## config.mk

```make
export PLATFORM = sky130hd
export DESIGN_NAME = ipv6_icmp_acl_matcher
export DESIGN_NICKNAME = d
export VERILOG_FILES = /design/src/shared/acl_match_pkg.sv /design/src/logic/ipv6_icmp_acl_matcher.sv
export SDC_FILE = /design/constraint.sdc
export NUM_CORES = 1
export LEC_CHECK = 0
export ABC_CLOCK_PERIOD_IN_PS = 2800
export BUFFER_PORTS_ARGS = -buffer_cell sky130_fd_sc_hd__buf_2
export CORE_MARGIN = 3
export CORE_UTILIZATION = 40
export DETAILED_ROUTE_END_ITERATION = 8
export GPL_TIMING_DRIVEN = 0
export SYNTH_ARGS = -nofsm -noshare
export SYNTH_HDL_FRONTEND = slang
export SYNTH_SLANG_ARGS = --single-unit
```

## constraint.sdc

```tcl
create_clock -name sys_clk -period 2.8 [get_ports sys_clk]
set_clock_uncertainty 0.05 [all_clocks]
set_input_delay 0.28 -clock sys_clk [delete_from_list [all_inputs] [get_ports sys_clk]]
set_output_delay 0.28 -clock sys_clk [all_outputs]
set_load 0.02 [all_outputs]
```

## src/shared/acl_match_pkg.sv

```systemverilog
// Package: register map, field codes and constants of the IPv6/ICMP entry matcher
package acl_match_pkg;
	localparam int ADDR_W = 4;
	localparam int DATA_W = 32;

	// Register offsets (one word each, at addresses 0x0, 0x4, 0x8, 0xC, 0x1 and 0x2)
	localparam logic [ADDR_W-1:0] OFF_CTRL   = 4'h0;
	localparam logic [ADDR_W-1:0] OFF_NH_VAL = 4'h4;
	localparam logic [ADDR_W-1:0] OFF_SRC    = 4'h8;
	localparam logic [ADDR_W-1:0] OFF_MASK   = 4'hC;
	localparam logic [ADDR_W-1:0] OFF_ICMP   = 4'h1;
	localparam logic [ADDR_W-1:0] OFF_STAT   = 4'h2;

	// Control register field positions
	localparam int NH_SEL_LO   = 0;
	localparam int SRC_SEL_BIT = 4;
	localparam int HOP_SEL_LO  = 8;
	localparam int TYPE_EN_BIT = 12;
	localparam int CODE_EN_BIT = 13;
	localparam int ENTRY_EN_BIT = 16;

	// ICMP register field positions
	localparam int ICMP_TYPE_LO = 0;
	localparam int ICMP_CODE_LO = 8;

	// Next-header filter selections
	localparam logic [2:0] NH_ANY      = 3'h0;
	localparam logic [2:0] NH_SPECIFIC = 3'h1;
	localparam logic [2:0] NH_ICMP     = 3'h2;
	localparam logic [2:0] NH_UDP      = 3'h3;
	localparam logic [2:0] NH_TCP      = 3'h4;

	// Hop-limit selections
	localparam logic [1:0] HOP_ANY     = 2'h0;
	localparam logic [1:0] HOP_ZERO    = 2'h1;
	localparam logic [1:0] HOP_NONZERO = 2'h2;

	// Protocol numbers carried in the next-header field
	localparam logic [7:0] PROTO_ICMPV6 = 8'h3A;
	localparam logic [7:0] PROTO_UDP    = 8'h11;
	localparam logic [7:0] PROTO_TCP    = 8'h06;

	localparam logic [31:0] CTRL_RST = 32'h0000_0000;
	localparam logic [31:0] ZERO_32  = 32'h0000_0000;
	localparam logic [7:0]  ZERO_8   = 8'h00;
endpackage

```

## src/logic/ipv6_icmp_acl_matcher.sv

```systemverilog
// Module: one access control entry matcher for IPv6 next-header, source, hop limit and ICMP
//
// Decided for this implementation: the placing of the registers and the plain strobed port.
`timescale 1ns/100ps
// Function
// - Specific next-header mode matches only frames whose next header equals configured value.
// - Any next-header mode ignores the next-header field.
// - ICMP, UDP, TCP modes require that protocol and enable its sub-filters.
// - Specific source mode compares only the low 32 source address bits.
// - Source mask zero bits are don't-care; compare masked frame and configured bits.
// - Any source mode never looks at the source address.
// - Hop limit: zero excludes nonzero hops, non-zero admits them, any ignores.
// - Specific ICMP type filter requires equal type; any ignores the type.
// - Specific ICMP code filter requires equal code; any ignores the code.
module ipv6_icmp_acl_matcher (
	input  wire logic                      sys_clk,
	input  wire logic                      nrst,
	input  wire logic [acl_match_pkg::ADDR_W-1:0] reg_addr,
	input  wire logic [acl_match_pkg::DATA_W-1:0] reg_wdata,
	input  wire logic                      reg_wr,
	input  wire logic                      reg_rd,
	output logic      [acl_match_pkg::DATA_W-1:0] reg_rdata,
	input  wire logic                      frm_valid,
	input  wire logic                      frm_is_ipv6,
	input  wire logic [7:0]                frm_next_hdr,
	input  wire logic [31:0]               frm_src_low,
	input  wire logic [7:0]                frm_hop_limit,
	input  wire logic [7:0]                frm_icmp_type,
	input  wire logic [7:0]                frm_icmp_code,
	output logic                           hit_valid,
	output logic                           hit,
	output logic                           icmp_sub_en,
	output logic                           udp_sub_en,
	output logic                           tcp_sub_en
);
	import acl_match_pkg::*;

	// ==========================================================
	// Configuration, hit counter and read-data registers
	logic [31:0] ctrl_reg, ctrl_next;
	logic [7:0]  nh_val_reg, nh_val_next;
	logic [31:0] src_reg, src_next;
	logic [31:0] mask_reg, mask_next;
	logic [15:0] icmp_reg, icmp_next;
	logic [31:0] hits_reg, hits_next;
	logic [31:0] rdata_reg, rdata_next;

	logic [2:0] nh_sel;
	logic       src_sel;
	logic [1:0] hop_sel;
	logic       type_en;
	logic       code_en;
	logic       entry_en;

	assign nh_sel   = ctrl_reg[NH_SEL_LO +: 3];
	assign src_sel  = ctrl_reg[SRC_SEL_BIT];
	assign hop_sel  = ctrl_reg[HOP_SEL_LO +: 2];
	assign type_en  = ctrl_reg[TYPE_EN_BIT];
	assign code_en  = ctrl_reg[CODE_EN_BIT];
	assign entry_en = ctrl_reg[ENTRY_EN_BIT];

	// ==========================================================
	// Match terms
	logic nh_ok, src_ok, hop_ok, type_ok, code_ok, icmp_mode, match;

	always_comb begin
		case (nh_sel)
			NH_ANY:      nh_ok = 1'b1;
			NH_SPECIFIC: nh_ok = (frm_next_hdr == nh_val_reg);
			NH_ICMP:     nh_ok = (frm_next_hdr == PROTO_ICMPV6);
			NH_UDP:      nh_ok = (frm_next_hdr == PROTO_UDP);
			NH_TCP:      nh_ok = (frm_next_hdr == PROTO_TCP);
			default:     nh_ok = 1'b0;
		endcase
	end

	// Any mode skips the address; a zero mask bit is don't-care
	logic [31:0] src_bit_ok;

	for (genvar b = 0; b < $bits(src_bit_ok); b++) begin : g_src_bit
		assign src_bit_ok[b] = !mask_reg[b] || (frm_src_low[b] == src_reg[b]);
	end

	assign src_ok = !src_sel || (&src_bit_ok);

	always_comb begin
		case (hop_sel)
			HOP_ANY:     hop_ok = 1'b1;
			HOP_ZERO:    hop_ok = (frm_hop_limit == ZERO_8);
			HOP_NONZERO: hop_ok = (frm_hop_limit != ZERO_8);
			default:     hop_ok = 1'b1;
		endcase
	end

	// ICMP sub-filters only take part when the ICMP selection is active
	assign icmp_mode = (nh_sel == NH_ICMP);
	// Type filter only counts in ICMP next-header mode
	always_comb begin
		type_ok = 1'b1;
		if (icmp_mode && type_en) begin
			type_ok = (frm_icmp_type == icmp_reg[ICMP_TYPE_LO +: 8]);
		end
	end

	// Code filter likewise
	always_comb begin
		code_ok = 1'b1;
		if (icmp_mode && code_en) begin
			code_ok = (frm_icmp_code == icmp_reg[ICMP_CODE_LO +: 8]);
		end
	end

	// Every enabled term must hold; a don't-care term reads as true
	assign match = entry_en
		&& frm_is_ipv6
		&& nh_ok
		&& src_ok
		&& hop_ok
		&& type_ok
		&& code_ok;

	// ==========================================================
	// Result registers
	// Outputs come from flops so the action logic sees one clean cycle
	logic       hit_valid_reg, hit_valid_next;
	logic       hit_reg, hit_next;
	logic [2:0] sub_reg, sub_next;

	always_comb begin
		hit_valid_next = frm_valid;
		hit_next       = frm_valid && match;
		sub_next       = {nh_sel == NH_TCP, nh_sel == NH_UDP, icmp_mode};
	end

	always_ff @(posedge sys_clk or negedge nrst) begin
		if (!nrst) begin
			hit_valid_reg <= 1'b0;
			hit_reg       <= 1'b0;
			sub_reg       <= 3'h0;
		end else begin
			hit_valid_reg <= hit_valid_next;
			hit_reg       <= hit_next;
			sub_reg       <= sub_next;
		end
	end

	// Sub-filter enables trail a mode change by one cycle
	assign hit_valid   = hit_valid_reg;
	assign hit         = hit_reg;
	assign icmp_sub_en = sub_reg[0];
	assign udp_sub_en  = sub_reg[1];
	assign tcp_sub_en  = sub_reg[2];

	// ==========================================================
	// Write decode
	// Status and unmapped offsets decode to no write
	// One strobe per cycle, so at most one enable is high
	logic wr_ctrl, wr_nh_val, wr_src, wr_mask, wr_icmp;

	assign wr_ctrl   = reg_wr && (reg_addr == OFF_CTRL);
	assign wr_nh_val = reg_wr && (reg_addr == OFF_NH_VAL);
	assign wr_src    = reg_wr && (reg_addr == OFF_SRC);
	assign wr_mask   = reg_wr && (reg_addr == OFF_MASK);
	assign wr_icmp   = reg_wr && (reg_addr == OFF_ICMP);

	// ==========================================================
	// Control register
	// All bits kept; unused ones read back as written
	always_comb begin
		ctrl_next = ctrl_reg;
		if (wr_ctrl) begin
			ctrl_next = reg_wdata;
		end
	end

	always_ff @(posedge sys_clk or negedge nrst) begin
		if (!nrst) begin
			ctrl_reg <= CTRL_RST;
		end else begin
			ctrl_reg <= ctrl_next;
		end
	end

	// ==========================================================
	// Next-header value
	// Only the low byte is stored; upper bits read zero
	always_comb begin
		nh_val_next = nh_val_reg;
		if (wr_nh_val) begin
			nh_val_next = reg_wdata[$bits(nh_val_reg)-1:0];
		end
	end

	always_ff @(posedge sys_clk or negedge nrst) begin
		if (!nrst) begin
			nh_val_reg <= ZERO_8;
		end else begin
			nh_val_reg <= nh_val_next;
		end
	end

	// ==========================================================
	// Source address pattern
	// Low address word only; upper address bits never compared
	always_comb begin
		src_next = src_reg;
		if (wr_src) begin
			src_next = reg_wdata;
		end
	end

	always_ff @(posedge sys_clk or negedge nrst) begin
		if (!nrst) begin
			src_reg <= ZERO_32;
		end else begin
			src_reg <= src_next;
		end
	end

	// ==========================================================
	// Source mask
	// Zero after reset, so a bare specific mode matches every source
	always_comb begin
		mask_next = mask_reg;
		if (wr_mask) begin
			mask_next = reg_wdata;
		end
	end

	always_ff @(posedge sys_clk or negedge nrst) begin
		if (!nrst) begin
			mask_reg <= ZERO_32;
		end else begin
			mask_reg <= mask_next;
		end
	end

	// ==========================================================
	// ICMP type and code values
	// Type in the low byte, code in the next
	always_comb begin
		icmp_next = icmp_reg;
		if (wr_icmp) begin
			icmp_next = reg_wdata[$bits(icmp_reg)-1:0];
		end
	end

	always_ff @(posedge sys_clk or negedge nrst) begin
		if (!nrst) begin
			icmp_reg <= {2{ZERO_8}};
		end else begin
			icmp_reg <= icmp_next;
		end
	end

	// ==========================================================
	// Hit counter
	// Wraps silently; software takes differences
	always_comb begin
		hits_next = hits_reg;
		if (frm_valid && match) begin
			hits_next = hits_reg + 32'h0000_0001;
		end
	end

	always_ff @(posedge sys_clk or negedge nrst) begin
		if (!nrst) begin
			hits_reg <= ZERO_32;
		end else begin
			hits_reg <= hits_next;
		end
	end

	// ==========================================================
	// Register reads
	// Data stand in the cycle after the strobe only, zero otherwise
	// Reads have no side effects, the counter included
	always_comb begin
		rdata_next = ZERO_32;
		if (reg_rd) begin
			case (reg_addr)
				OFF_CTRL:   rdata_next = ctrl_reg;
				OFF_NH_VAL: rdata_next = {24'h00_0000, nh_val_reg};
				OFF_SRC:    rdata_next = src_reg;
				OFF_MASK:   rdata_next = mask_reg;
				OFF_ICMP:   rdata_next = {16'h0000, icmp_reg};
				OFF_STAT:   rdata_next = hits_reg;
				default:    rdata_next = ZERO_32;
			endcase
		end
	end

	always_ff @(posedge sys_clk or negedge nrst) begin
		if (!nrst) begin
			rdata_reg <= ZERO_32;
		end else begin
			rdata_reg <= rdata_next;
		end
	end

	assign reg_rdata = rdata_reg;
endmodule

```

# Word level (Yosys, flattened, before mapping)
# Index checks and enable logic that the tools add are counted.
# word_totals
ff_bits	189
in_bits	106
elab_cells	151
# classes
add_sub_neg	1
n_eq_ne	49
mux	6
reduce_logical	85
# op_table
cell	n
$pmux W32 S6	1
$logic_not A1 Y1	33
$logic_or A1 B1 Y1	33
$add A32 B1 Y32 const B	1
$eq A1 B1 Y1	32
$mux W32	1
$reduce_and A32 Y1	1
$eq A8 B8 Y1	3
$logic_and A1 B1 Y1	14
$eq A4 B4 Y1 const B	2
$eq A8 B3 Y1 const B	1
$eq A8 B5 Y1 const B	1
$eq A8 B6 Y1 const B	1
$logic_not A8 Y1	1
$reduce_bool A8 Y1	1
$eq A3 B2 Y1 const B	2
$pmux W1 S5	1
$eq A4 B1 Y1 const B	1
$eq A4 B2 Y1 const B	1
$eq A4 B3 Y1 const B	1
$logic_not A4 Y1	1
$eq A3 B1 Y1 const B	1
$eq A3 B3 Y1 const B	1
$logic_not A3 Y1	1
other kinds (4)	5

# Logic depth before layout (Yosys ltp)
# logic_depth
depth_word	9
depth_mapped	9

# Least setup slack after synthesis
# OpenSTA, ideal clock, no wires.
# synth_path
path_kind	reg2reg
startpoint	register icmp_reg[4]
endpoint	register hits_reg[31]
setup_ns	0.122
arrival_ns	2.192
slack_ns	0.436
path_stages_with_launch	8
path_buffers	0
synth_period_minus_slack_ns	2.364
path_cell_list	dfrtp_1 xor2_1 nor4_1 a21oi_1 or4_4 o21bai_4 or3_4 xnor2_2
# synth_between
elab_chain_cells	5
# synth_rtl
element	line	rtl
start, declared	ipv6_icmp_acl_matcher.sv:44	logic [15:0] icmp_reg, icmp_next;
start signal, assigned	ipv6_icmp_acl_matcher.sv:250	icmp_reg <= {2{ZERO_8}};
start signal, assigned	ipv6_icmp_acl_matcher.sv:252	icmp_reg <= icmp_next;
$eq A8 B8 Y1	ipv6_icmp_acl_matcher.sv:101	type_ok = (frm_icmp_type == icmp_reg[ICMP_TYPE_LO +: 8]);
$mux W1	ipv6_icmp_acl_matcher.sv:100	if (icmp_mode && type_en) begin
$logic_and A1 B1 Y1	ipv6_icmp_acl_matcher.sv:119	&& type_ok
$logic_and A1 B1 Y1	ipv6_icmp_acl_matcher.sv:120	&& code_ok;
$logic_and A1 B1 Y1	ipv6_icmp_acl_matcher.sv:261	if (frm_valid && match) begin
end signal, assigned	ipv6_icmp_acl_matcher.sv:270	hits_reg <= hits_next;
end, declared	ipv6_icmp_acl_matcher.sv:45	logic [31:0] hits_reg, hits_next;
# No other way between the ends.
# A chain may end at the register's enable or synchronous reset.

# Worst setup path after layout
# layout_path
startpoint	input port reg_addr[0] in the netlist's numbering
endpoint	register src_reg[8]
# layout_between
elab_chain_cells	2
# layout_rtl
element	line	rtl
start, declared	ipv6_icmp_acl_matcher.sv:18	input wire logic [acl_match_pkg::ADDR_W-1:0] reg_addr,
$eq A4 B4 Y1	ipv6_icmp_acl_matcher.sv:162	assign wr_src = reg_wr && (reg_addr == OFF_SRC);
$logic_and A1 B1 Y1	ipv6_icmp_acl_matcher.sv:162	
end signal, assigned	ipv6_icmp_acl_matcher.sv:216	src_reg <= src_next;
end, declared	ipv6_icmp_acl_matcher.sv:42	logic [31:0] src_reg, src_next;
# No other way between the ends.

==> results.md <==
- Hold Crit Start: reg_wdata[26]
- Initial antenna violation count: 0
- YS warnings: 0
- Main area contributors after synthesis: dfrtp_1 52%, mux2_2 15%, xor2_1 7.7%, a222oi_1 3.5%, nor3_2 2.2%
- Most frequent cells in the layout: 189 x dfrtp_1, 145 x buf_2, 117 x mux2_2
- GRT Resource Usage Total: 22.3%
- Hold Path Class: input port to flop
- Gr ovfl total: 0
- Count of final hold-check violations: 0
- Period utilization: 96.6%
- Layout cells sized above 1: 37.0%
- Seq/Total Area, Yosys: 52.3%
- Slew Limit Fails: 0
- Non-Filler Instances: 1189
- Fillers: 2020
- Post-synthesis register bit count: 189
- Reg2reg end: hits_reg[31]
- Fin nets: 1006
- CTS clock-pin slew for the worst setup and hold paths: 0.07 ns
- Area used by multi-input combinational logic: 0.00416 mm^2
- Routed Wire Length: 27000 um
- Routed len/inst: 22.7 um
- Inserted Clock Buffers: 17
- Antenna Cells: 0
- Post-synth EDFFs: 0
- VDD IR-drop max: 0.393 mV
- Setup WS post-layout: 0.0940 ns
- Number of clock sinks: 189
- 1st-iter DRT viols: 671
- Die Span X: 156 um
- Worst setup path start: reg_addr[0]
- Status: finished, final reports clean
- Port bufs: 140
- Die Height: 156 um
- Worst Tran Pin Value: 1.35 ns
- DRC viols: 0
- Crit end category: flop
- RSZ-0062 raised after global routing: no
- CTS Buffer Depth: 2
- Worst R2R Setup Slack: 0.14 ns
- Hold endpoint: ctrl_reg[26]
- Placed Cells: 1155
- Area Growth Syn to Fin: 19.3%
- Vias in the first global route: 6786
- Row count: 54
- R2R depth: 7
- Number of max-cap violations: 0
- Post-Syn Instances: 734
- Detailed Routing Iterations Pass 1: 6
- Postcts setup bufs: 0
- Area occupied by registers: 0.00473 mm^2
- Fin crit period: 2.71 ns
- Reg2reg start: icmp_reg[3]
- Max Freq: 370 MHz
- Main synth FF type: dfrtp_1
- Synth top area share: 52.3%
- Syn avg cell area: 12.3 um^2
- Setup-failing EPs final: 0
- Die area: 0.0245 mm^2
- P per Cell Area: 692 mW/mm^2
- Core area: 0.0220 mm^2
- Leakage power: 4.92 nW
- Antenna Nets Post-Route: 0
- H-tree levels: 4
- Most common cell after layout, fill and taps aside: dfrtp_1
- Worst EP arrival: 2.97 ns
- CTS tree: built
- Largest area contributor in the netlist: dfrtp_1
- Io pins: 143
- Crit path launch type: input port
- Synth cell types: 52
- Synthesized area: 0.00904 mm^2
- Clk root buf: clkbuf_16
- Data required time at the worst endpoint: 3.06 ns
- Pre-CTS WS: -0.293 ns
- Rel. slew slack: 8.53%
- Dpl hpwl: 19800 um
- Pin count of the biggest net entering global routing: 106
- Vias per inst: 5.66
- GP Congestion: 0.890
- Clk_lat worst skew: 0.43 ns
- Initial core utilization: 41.1%
- First-pass GRT wire length: 40900 um
- Syn_nets: 843
- Setup Crit Path Kind: input port to flop
- Via count: 6729
- WHS Path Cells: 2
- Crit path max fanout: 10
- Async set-reset flop share out of synthesis: 100%
[cells in the mapped netlist (3+ instances only)]
library cell / count
and4_1: 4
nor3_1: 3
nand3_1: 18
mux2_2: 117
o21ai_0: 11
buf_1: 11
and2_1: 4
nor2b_1: 3
clkbuf_1: 22
a21oi_1: 21
xor2_1: 80
xnor2_1: 5
nor4_2: 4
nor3_2: 20
mux2_1: 4
nand2_1: 48
ha_1: 3
nor2_1: 19
a222oi_1: 32
nand4_1: 17
a22oi_1: 24
and3_1: 4
dfrtp_1: 189
a31oi_1: 9
buf_2: 6
mux2i_1: 8
nor4_1: 11
inv_1: 4
[worst max-delay path: stages]
cell and delay, ns:
clkbuf_1 0.14, nor4b_1 1.16, nand2_1 0.45, buf_1 0.51
mux2_2 0.42
[worst max-delay path by stage]
stage	end	slack [ns]	cells after the start
3_5_place_dp	src_reg[9]	-0.29	5
6_report	src_reg[8]	0.09	5
3_3_place_gp	src_reg[21]	-1.81	1
4_1_cts	hits_reg[31]	0.03	7
2_1_floorplan	hits_reg[31]	0.44	7
5_1_grt	src_reg[7]	0.01	5
[cells by family after synthesis]
family / Yosys count / synth area share, %
and+or+nand+nor: 171 / 11.5
buffers and inverters: 46 / 2.16
xor gates and xnor gates: 86 / 8.41
DFF: 189 / 52.3
muxes: 129 / 15.9
AOI/OAI and AO/OA: 110 / 9.24
adders and majority gates: 3 / 0.415
[power by group]
group          leakage (nW)  internal, mW  switching (mW)  total (mW)
Sequential             2.42          3.17           0.420        3.59
Combinational          2.22         0.671           0.721        1.39
Clock                 0.276          1.41            1.08        2.49
Total                  4.92          5.25            2.22        7.46
[layout make-up]
type | instances | area share [%]
Buffer | 41 | 1.64
Clock buffer | 19 | 4.01
Clock inverter | 12 | 1.48
Inverter | 5 | 0.174
Multi-Input combinational cell | 500 | 38.6
Sequential cell | 189 | 43.8
Tap cell | 280 | 3.25
Timing Repair Buffer | 143 | 7.03
[repair_timing]
item                                    4_1_cts  5_1_grt
hold endpoints to repair                     85        0
hold buffers                                  2        0
resized for setup                             2        3
gates cloned                                  0        1
endpoints found under the setup margin        5       27
[per-stage QoR]
step / utilization, % / cell area (um^2) / total power, mW / hold WS [ns] / setup TNS, ns
floorplan: - / 9040 / 4.41 / -0.0656 / 0
global placement: 45.8 / 10100 / 4.96 / 0.369 / -343.33
detailed placement: 46.0 / 10100 / 5.00 / 0.283 / -7.22
CTS: 48.8 / 10800 / 7.49 / 0.0456 / 0
global route: 49.0 / 10800 / 7.82 / 0.0407 / 0
finish: 49.0 / 10800 / 7.46 / 0.0558 / 0
[routing by layer]
metal / vias up / GRT usage (%) / part of all wire, %
met5: - / 0 / 0
met4: 0 / 6.42 / 1.8
met3: 31 / 4.87 / 7.0
met2: 242 / 35.7 / 48
met1: 3401 / 30.7 / 43
li1: 3055 / - / -
Power figures use the tool's default switching activity.
